### src/por_gate_cfg.svh
// timing and reset constants for the power-on reset output gate
`ifndef POR_GATE_CFG_SVH
`define POR_GATE_CFG_SVH
`define POR_TO_WIDTH     16
`define POR_TO_DEFAULT   16'h0100
`define POR_TO_MIN       16'h0001
`endif

### src/por_gate_pkg.sv
// types for the power-on reset output gate
package por_gate_pkg;
    `include "por_gate_cfg.svh"
    typedef enum logic [1:0] {
        st_por,
        st_timeout,
        st_standby,
        st_active
    } por_state_e;
    typedef struct packed {
        por_state_e                      state;
        logic [`POR_TO_WIDTH-1:0]        timer;
        logic [2:0]                      por_sync;
        logic [2:0]                      cs_sync;
        logic                            ind_oe;
        logic                            host_cs;
        logic                            out_allow;
        logic                            in_standby;
    } por_gate_s;
endpackage : por_gate_pkg

### src/power_on_reset_output_gate.sv
// power-on reset indication output and host transaction gating
//
// How it works
// the reset indication pin is pulled low while the internal power-on reset runs.
// after that reset ends the pin stays low until the timeout expires, then floats.
// the block enters standby in the same cycle the pin is released.
// while the pin is low chip select is ignored and no transaction passes.
// while the pin is low every other output enable is held off.
// nothing here is clocked by the serial clock, so it may stop at will.
// the host opens a transaction by taking chip select low and closes it by raising it.
// with chip select high the device sits in standby unless busy, outputs undriven.
// the timeout length is a settled configuration value counted by an internal timer.
`timescale 1ns/10ps
`include "por_gate_cfg.svh"
module power_on_reset_output_gate
    import por_gate_pkg::*;
(
    // clock and reset
    input  wire logic                     sys_clk,
    input  wire logic                     nrst,
    // internal power-on reset and configuration
    input  wire logic                     por_busy,
    input  wire logic [`POR_TO_WIDTH-1:0] timeout_cfg,
    input  wire logic                     embedded_busy,
    // host pins
    input  wire logic                     cs_n_pin,
    input  wire logic                     por_indication_out_n_in,
    // core side request to drive data outputs
    input  wire logic                     core_out_req,
    // pins driven
    output logic                          por_indication_out_n_o,
    output logic                          por_indication_out_n_oe,
    // gated towards the core
    output logic                          host_cs_active,
    output logic                          data_out_enable,
    output logic                          standby
);

    // ------------------------------------------------------------
    // state
    // ------------------------------------------------------------
    por_gate_s cur_ff;
    por_gate_s nxt_ff;
    logic      por_s;
    logic      cs_low_s;
    logic      por_low_s;

    // second and third stages must agree before a change counts
    assign por_s     = cur_ff.por_sync[2] & cur_ff.por_sync[1];
    assign por_low_s = ~cur_ff.por_sync[2] & ~cur_ff.por_sync[1];
    assign cs_low_s  = ~cur_ff.cs_sync[2] & ~cur_ff.cs_sync[1];

    // ------------------------------------------------------------
    // decode helpers
    // ------------------------------------------------------------
    function automatic logic [`POR_TO_WIDTH-1:0] to_len(
        input logic [`POR_TO_WIDTH-1:0] cfg
    );
        // a zero setting would wrap the timer round to its top value before the pin window expires
        to_len = (cfg < `POR_TO_MIN) ? `POR_TO_MIN : cfg;
    endfunction : to_len

    // pin held low in every state before standby
    function automatic logic pin_held(input por_state_e st);
        pin_held = (st == st_por) || (st == st_timeout);
    endfunction : pin_held

    // ------------------------------------------------------------
    // next state
    // ------------------------------------------------------------
    always_comb begin
        nxt_ff          = cur_ff;
        nxt_ff.por_sync = {cur_ff.por_sync[1:0], por_busy};
        nxt_ff.cs_sync  = {cur_ff.cs_sync[1:0], cs_n_pin};
        case (cur_ff.state)
            st_por: begin
                if (por_low_s) begin
                    nxt_ff.state = st_timeout;
                    nxt_ff.timer = to_len(timeout_cfg);
                end
            end
            st_timeout: begin
                if (por_s) begin
                    nxt_ff.state = st_por;
                end else if (cur_ff.timer == `POR_TO_MIN) begin
                    nxt_ff.state = st_standby;
                end else begin
                    nxt_ff.timer = cur_ff.timer - `POR_TO_MIN;
                end
            end
            st_standby: begin
                if (por_s) begin
                    nxt_ff.state = st_por;
                end else if (cs_low_s) begin
                    nxt_ff.state = st_active;
                end
            end
            st_active: begin
                if (por_s) begin
                    nxt_ff.state = st_por;
                end else if (cur_ff.cs_sync[2] && cur_ff.cs_sync[1]) begin
                    nxt_ff.state = st_standby;
                end
            end
            default: begin
                nxt_ff.state = st_por;
            end
        endcase
        // pin low in any state before standby
        nxt_ff.ind_oe     = pin_held(nxt_ff.state);
        nxt_ff.host_cs    = (nxt_ff.state == st_active);
        nxt_ff.out_allow  = (nxt_ff.state == st_active) && core_out_req;
        nxt_ff.in_standby = (nxt_ff.state == st_standby) && !embedded_busy;
    end

    // only sys_clk is used; the serial clock never reaches this logic
    always_ff @(posedge sys_clk or negedge nrst) begin
        if (!nrst) begin
            cur_ff.state      <= st_por;
            cur_ff.timer      <= `POR_TO_DEFAULT;
            cur_ff.por_sync   <= 3'h7;
            cur_ff.cs_sync    <= 3'h7;
            cur_ff.ind_oe     <= 1'b1;
            cur_ff.host_cs    <= 1'b0;
            cur_ff.out_allow  <= 1'b0;
            cur_ff.in_standby <= 1'b0;
        end else begin
            cur_ff <= nxt_ff;
        end
    end

    // ------------------------------------------------------------
    // outputs
    // ------------------------------------------------------------
    // open drain: data is always low, only the enable moves
    assign por_indication_out_n_o  = 1'b0;
    assign por_indication_out_n_oe = cur_ff.ind_oe;
    assign host_cs_active          = cur_ff.host_cs;
    assign data_out_enable         = cur_ff.out_allow;
    assign standby                 = cur_ff.in_standby;
endmodule : power_on_reset_output_gate

### config.mk
export PLATFORM = sky130hd
export DESIGN_NAME = power_on_reset_output_gate
export DESIGN_NICKNAME = d
export VERILOG_FILES = /design/src/por_gate_pkg.sv /design/src/power_on_reset_output_gate.sv
export VERILOG_INCLUDE_DIRS = /design/src
export SDC_FILE = /design/constraint.sdc
export NUM_CORES = 1
export LEC_CHECK = 0
export BUFFER_PORTS_ARGS = -buffer_cell sky130_fd_sc_hd__buf_4
export CORE_ASPECT_RATIO = 0.6
export CORE_MARGIN = 8
export CORE_UTILIZATION = 52
export CTS_BUF_LIST = sky130_fd_sc_hd__clkbuf_4 sky130_fd_sc_hd__clkbuf_8
export CTS_CLUSTER_DIAMETER = 40
export DETAILED_ROUTE_END_ITERATION = 10
export GPL_TIMING_DRIVEN = 1
export PLACE_DENSITY = 0.78
export SYNTH_ARGS = -nofsm -noshare
export SYNTH_HDL_FRONTEND = slang
export SYNTH_SLANG_ARGS = --single-unit
### constraint.sdc
create_clock -name sys_clk -period 1.7 [get_ports sys_clk]
set_input_delay 0 -clock sys_clk [delete_from_list [all_inputs] [get_ports sys_clk]]
set_output_delay 0 -clock sys_clk [all_outputs]
set_load 0.05 [all_outputs]
==> impl_metrics.ini, run 1 <==
[status]
status = finished with violations
violations = setup timing

[sta]
fin_tns_setup_ns = -1.25
worst_slack_ns = -0.116
slew_headroom = 0.513
tightest_slew_ns = 0.730
drv_slew = 0
rsz0062_at_grt = true
min_period_over_period = 1.07
fmax_ghz = 0.551
fin_skew_ns = 0.00687
hold_viol_final = 0
setup_viol = 17
fin_crit_ns = 1.82

[cells_and_area]
antenna_cells = 0
final_common_cell = buf_4
drive_above_1_share = 0.429
fin_nets = 245
final_cell_mix = buf_4 (58), dfrtp_1 (19), o21ai_0 (8), dfstp_2 (8)
utilization = 0.722
syn2layout_area_growth_pct = 37.1

[drt]
wl_per_cell_um = 21.0
via_count = 1741
drtAntennaViolNets = 0
viasPerCell = 6.59
drc = 0
drtPass1Iterations = 5
drt_wl_total_um = 5550
drt_iter0_drc = 286

[clocking]
cts_buffers = 3
tritoncts = done
htreeDepth = 1
cts.clk_slew.worst_paths_ns = 0.10
clock-sinks = 28
cts_post_setup_buffers_inserted = 0
clockBufferDepth = 2
cts-root-buf = clkbuf_8
insertion_delay_ns = 0.28

[synth]
ys_warn_count = 0
syn-num-nets = 186
synth_cells = 161
synth_edf_count = 0
syn-cell-area_sq_um = 1670
syn_avg_cell_area_sq_um = 10.4
synth_ff_type = dfrtp_1
synth_cell_types = 54
ys_ff_latch = 28
seq_area_frac_synth = 0.426
async_flop_share = 1.00

[power]
seqPwrFrac = 0.252
switching_share = 0.452
intPower_mw = 2.25
powerDensity_nw_per_um2 = 1790
power.switching_mw = 1.85
clkPwrFrac = 0.098
p_leak_nw = 0.965
peakVddDrop_mv = 0.856
p_comb_frac = 0.650
power_mw = 4.10

[place]
numPortBuffers = 25
dp_hpwl_um = 4040
dp_slack_ns = -0.169
gp_congestion = 0.916

[worst_setup_path]
startpoint = cur_ff[17]
cpMaxStageDelayCell = or4_4
critPathMaxStageDelay_ns = 0.55
crit_family = simple AND/OR/NAND/NOR gates
critPathLaunchType = flop
path_max_fanout = 4
crit_chain = or4_4, nor4b_4, nor4b_2, o22ai_1
cp.arrival_ns = 1.98
cp_num_buf_inv = 0
worst_ep_required_time_ns = 1.86
end_kind = flop
r2r-start = cur_ff[17]
worstSetupPathType = flop to flop

[grt]
antenna_found_initial = 0
grt_first_pass_wirelength_um = 8730
grt_usage = 0.218
grt_max_degree = 29
grt_pass1_vias = 1677
grt_overflow = 0

[floorplanning]
fp.coreArea_sq_um = 3160
rows = 16
die_x_um = 89.1
die-area_sq_um = 5330
initial_core_util = 0.527
die_y_um = 59.9
pin_count = 28

[job]
drv_cap = 0

[min_path]
min-delay-path-class = input port to flop
min_from = timeout_cfg[11]
routing by layer:
layer / up-vias / GRT usage / part of all wire
li1: 747 / - / -
met1: 835 / 0.272 / 0.40
met2: 124 / 0.341 / 0.46
met3: 35 / 0.0823 / 0.11
met4: 0 / 0.0657 / 0.036
met5: - / 0 / 0
timing repair:
item	4_1_cts	5_1_grt
gates resized for setup	3	4
pin swaps	1	0
endpoints found under the hold margin	33	0
endpoints found under the setup margin	17	18
gates cloned	0	0
hold buffers	6	0
kinds of logic after synthesis:
kind of cell               count (synthesis)  synth area share
and+or+nand+nor                           43             0.180
adders and majority gates                  3            0.0210
muxes                                      3            0.0188
buffers and inverters                     17            0.0556
other                                      1           0.00225
DFF                                       28             0.426
AOI/OAI and AO/OA                         66             0.296
Yosys cell counts (all sizes together) (3+ instances only):
library cell	instances	area [sq um]
o21ai	14	81.3
a22oi	7	52.6
nor2	8	30.0
nand2	7	26.3
a32oi	4	35.0
a21oi	8	43.8
nor4b	3	38.8
nand2b	3	18.8
o211ai	7	52.6
nor4	9	86.3
dfstp	8	210
nor3	4	20.0
or4	3	26.3
dfrtp	20	500
inv	6	22.5
buf	8	58.8
clkbuf	3	11.3
o2bb2ai	6	52.6
metrics by stage:
stage / hold slack, ns / cells / instance area (sq um)
final: 0.00194 / 264 / 2280
after global routing: 0.0184 / 264 / 2280
after CTS: 0.00223 / 264 / 2260
after detailed placement: -0.0573 / 254 / 2140
after global placement: -0.0634 / 254 / 2140
after floorplan: -0.296 / 161 / 1690
registers in the layout, indices dropped and copies added, names as in the netlist:
name                     count
por_indication_out_n_oe      1
host_cs_active               1
data_out_enable              1
cur_ff                      24
standby                      1
power groups by stage:
stage	registers (mW)	logic (mW)	clock network, mW
3_3_place_gp	1.03	2.36	0
4_1_cts	1.02	2.55	0.401
2_1_floorplan	1.09	1.44	0
6_report	1.03	2.66	0.400
3_5_place_dp	1.03	2.50	0
5_1_grt	1.05	2.85	0.423
layout make-up:
class | instances | area (sq um)
multi-input combinational | 116 | 930
timing repair buffer | 65 | 515
clock buffer | 4 | 48.8
tap | 45 | 56.3
inverter | 6 | 22.5
sequential | 28 | 712
fill | 242 | 878
worst reg2reg max path, cell delays in order (launching register included):
cell,delay (ns)
dfrtp_1,0.40
or4_4,0.55
nor4b_4,0.35
nor4b_2,0.29
o22ai_1,0.11
path summary, 6_finish.rpt:
kind / end / cells past startpoint / slack (ns)
max: cur_ff[25] / 4 / -0.12
min: cur_ff[21] / 3 / 0.002
max reg2reg: cur_ff[25] / 4 / -0.12
min reg2reg: cur_ff[8] / 0 / 0.36
max in group asynchronous: cur_ff[5] / 2 / 1.21
min in group asynchronous: cur_ff[13] / 2 / 0.18
No activity file was read; power rests on OpenSTA's default activity.
==> run 2: changes to the inputs <==
--- a/config.mk
+++ b/config.mk
@@ -7,14 +7,14 @@
 export NUM_CORES = 1
 export LEC_CHECK = 0
 export BUFFER_PORTS_ARGS = -buffer_cell sky130_fd_sc_hd__buf_4
-export CORE_ASPECT_RATIO = 0.6
+export CORE_ASPECT_RATIO = 1.5
 export CORE_MARGIN = 8
-export CORE_UTILIZATION = 52
+export CORE_UTILIZATION = 62
 export CTS_BUF_LIST = sky130_fd_sc_hd__clkbuf_4 sky130_fd_sc_hd__clkbuf_8
 export CTS_CLUSTER_DIAMETER = 40
 export DETAILED_ROUTE_END_ITERATION = 10
 export GPL_TIMING_DRIVEN = 1
-export PLACE_DENSITY = 0.78
+export PLACE_DENSITY = 0.87
 export SYNTH_ARGS = -nofsm -noshare
 export SYNTH_HDL_FRONTEND = slang
 export SYNTH_SLANG_ARGS = --single-unit
==> constraint.sdc (replaced) <==
create_clock -name sys_clk -period 2.16 [get_ports sys_clk]
set_input_delay 0 -clock sys_clk [delete_from_list [all_inputs] [get_ports sys_clk]]
set_output_delay 0 -clock sys_clk [all_outputs]
set_load 0.05 [all_outputs]
==> run 2 against run 1 <==
The flow now finishes without violations. Wire length is 20% lower. Combinational power shrank 44%. Setup slack improved by 0.28 ns. Count of clock-buffer cells in the layout stayed put. Clock skew is 0.0049 ns lower. Fmax is 9.2% lower. Non-clock buffer count down 23. Critical path type unchanged.
==> impl_metrics.ini, run 2 (synthesis gave the netlist of run 1 again) <==
[worst_setup_path]
worst_ep_required_time_ns = 2.31
cp.arrival_ns = 2.15
path_max_fanout = 7
crit_chain = or4_4, nor4b_2, nor4b_2, o22ai_1
cp_num_buf_inv = 0
end_kind = flop
rr_worst_depth = 4
worstSetupEndpoint = cur_ff[25]
cp_num_cells = 4
worstSetupPathType = flop to flop
r2r-end = cur_ff[25]
r2r_slack_ns = 0.16
startpoint = cur_ff[16]
critPathMaxStageDelay_ns = 0.61
crit_family = simple AND/OR/NAND/NOR gates
cpMaxStageDelayCell = or4_4
critPathLaunchType = flop
r2r-start = cur_ff[16]
crit_top_cell = nor4b_2

[place]
dp_hpwl_um = 3320
numPortBuffers = 25
placed_cell_area_sq_um = 1920
gp_congestion = 0.946

[cells_and_area]
final_cell_mix = buf_4 (37), dfrtp_1 (20), nor2_1 (8), o21ai_0 (8), dfstp_2 (8)
antenna_cells = 0
largest_register_ffs = 24
syn2layout_area_growth_pct = 21.5
final_common_cell = buf_4
fin_nets = 222
top_register = cur_ff
design_area_sq_um = 2030
drive_above_1_share = 0.316

[floorplanning]
die_y_um = 79.5
initial_core_util = 0.636
fp.coreArea_sq_um = 2620
die_x_um = 58.3
die-area_sq_um = 4640
rows = 23
pin_count = 28

[power]
powerDensity_nw_per_um2 = 1340
switching_share = 0.446
peakVddDrop_mv = 0.830
power_mw = 2.72
p_leak_nw = 0.831
power.switching_mw = 1.21
p_comb_frac = 0.547
seqPwrFrac = 0.334
intPower_mw = 1.51
clkPwrFrac = 0.119

[clocking]
cts.clk_slew.worst_paths_ns = 0.09
cts-root-buf = clkbuf_8
htreeDepth = 1
clock-sinks = 28
clockBufferDepth = 2
cts_post_setup_buffers_inserted = 0
ctsResizeCount = 0
cts_buffers = 3
insertion_delay_ns = 0.28
tritoncts = done

[drt]
wl_per_cell_um = 18.9
via_count = 1550
drtAntennaViolNets = 0
viasPerCell = 6.65
drtPass1Iterations = 4
drt_iter0_drc = 114
drc = 0
drt_wl_total_um = 4410

[sta]
fin_tns_setup_ns = 0
hold_viol_final = 0
fin_skew_ns = 0.00201
rsz0062_at_grt = false
hold_slack_ns = 0.00104
drv_slew = 0
min_period_over_period = 0.926
fin_crit_ns = 2.00
setup_viol = 0
fmax_ghz = 0.500

[min_path]
min_from = timeout_cfg[10]
min-delay-path-class = input port to flop

[job]
drv_cap = 0

[grt]
grt_max_degree = 29
antenna_found_initial = 0
grt_first_pass_wirelength_um = 7170
grt_overflow = 0
grt_pass1_vias = 1586
grt_usage = 0.194

[status]
status = finished, final reports clean
==> run 2: area by class of cell <==
| cell class | count | area, sq um |
|---|---|---|
| Multi-Input combinational cell | 116 | 863 |
| Sequential cell | 28 | 711 |
| Fill cell | 180 | 593 |
| Timing Repair Buffer | 42 | 328 |
| Clock buffer | 4 | 55.1 |
| Tap cell | 37 | 46.3 |
| Inverter | 6 | 22.5 |
==> run 2: power groups by stage <==
stage          Sequential, mW  Clock [mW]  Combinational, mW
2_1_floorplan           0.849           0               1.08
3_3_place_gp            0.899           0               1.39
3_5_place_dp            0.908           0               1.45
4_1_cts                 0.904       0.323               1.46
5_1_grt                 0.926       0.337               1.63
6_report                0.907       0.324               1.49
==> run 2: worst min-delay path by stage <==
stage / to / slack, ns / cells after the start
2_1_floorplan: cur_ff[10] / -0.30 / 0
3_3_place_gp: cur_ff[16] / -0.07 / 1
3_5_place_dp: cur_ff[16] / -0.07 / 1
4_1_cts: cur_ff[20] / 0.004 / 3
5_1_grt: cur_ff[16] / 0.03 / 3
6_report: cur_ff[20] / 0.001 / 3
==> run 2: what timing repair did <==
action | 4_1_cts | 5_1_grt
hold buffers | 5 | 0
setup endpoints to repair | 0 | 0
hold endpoints to repair | 32 | 0
==> run 2: routing by layer <==
layer | routed length [um] | GRT usage
met3 | 266 | 0.0339
met1 | 1720 | 0.218
met2 | 2280 | 0.339
met4 | 150 | 0.0961
met5 | 0 | 0
==> run 2: worst register-to-register path, stage by stage, from the launching register on <==
cell and delay [ns]:
dfrtp_1 0.49, or4_4 0.61, nor4b_2 0.39, nor4b_2 0.26, o22ai_1 0.12
==> run 2: per-stage QoR <==
| step | instances | utilization | worst slack, ns |
|---|---|---|---|
| floorplan | 161 | - | 0.362 |
| global placement | 224 | 0.733 | 0.268 |
| detailed placement | 224 | 0.733 | 0.162 |
| CTS | 233 | 0.774 | 0.171 |
| global route | 233 | 0.774 | 0.0592 |
| finish | 233 | 0.774 | 0.160 |
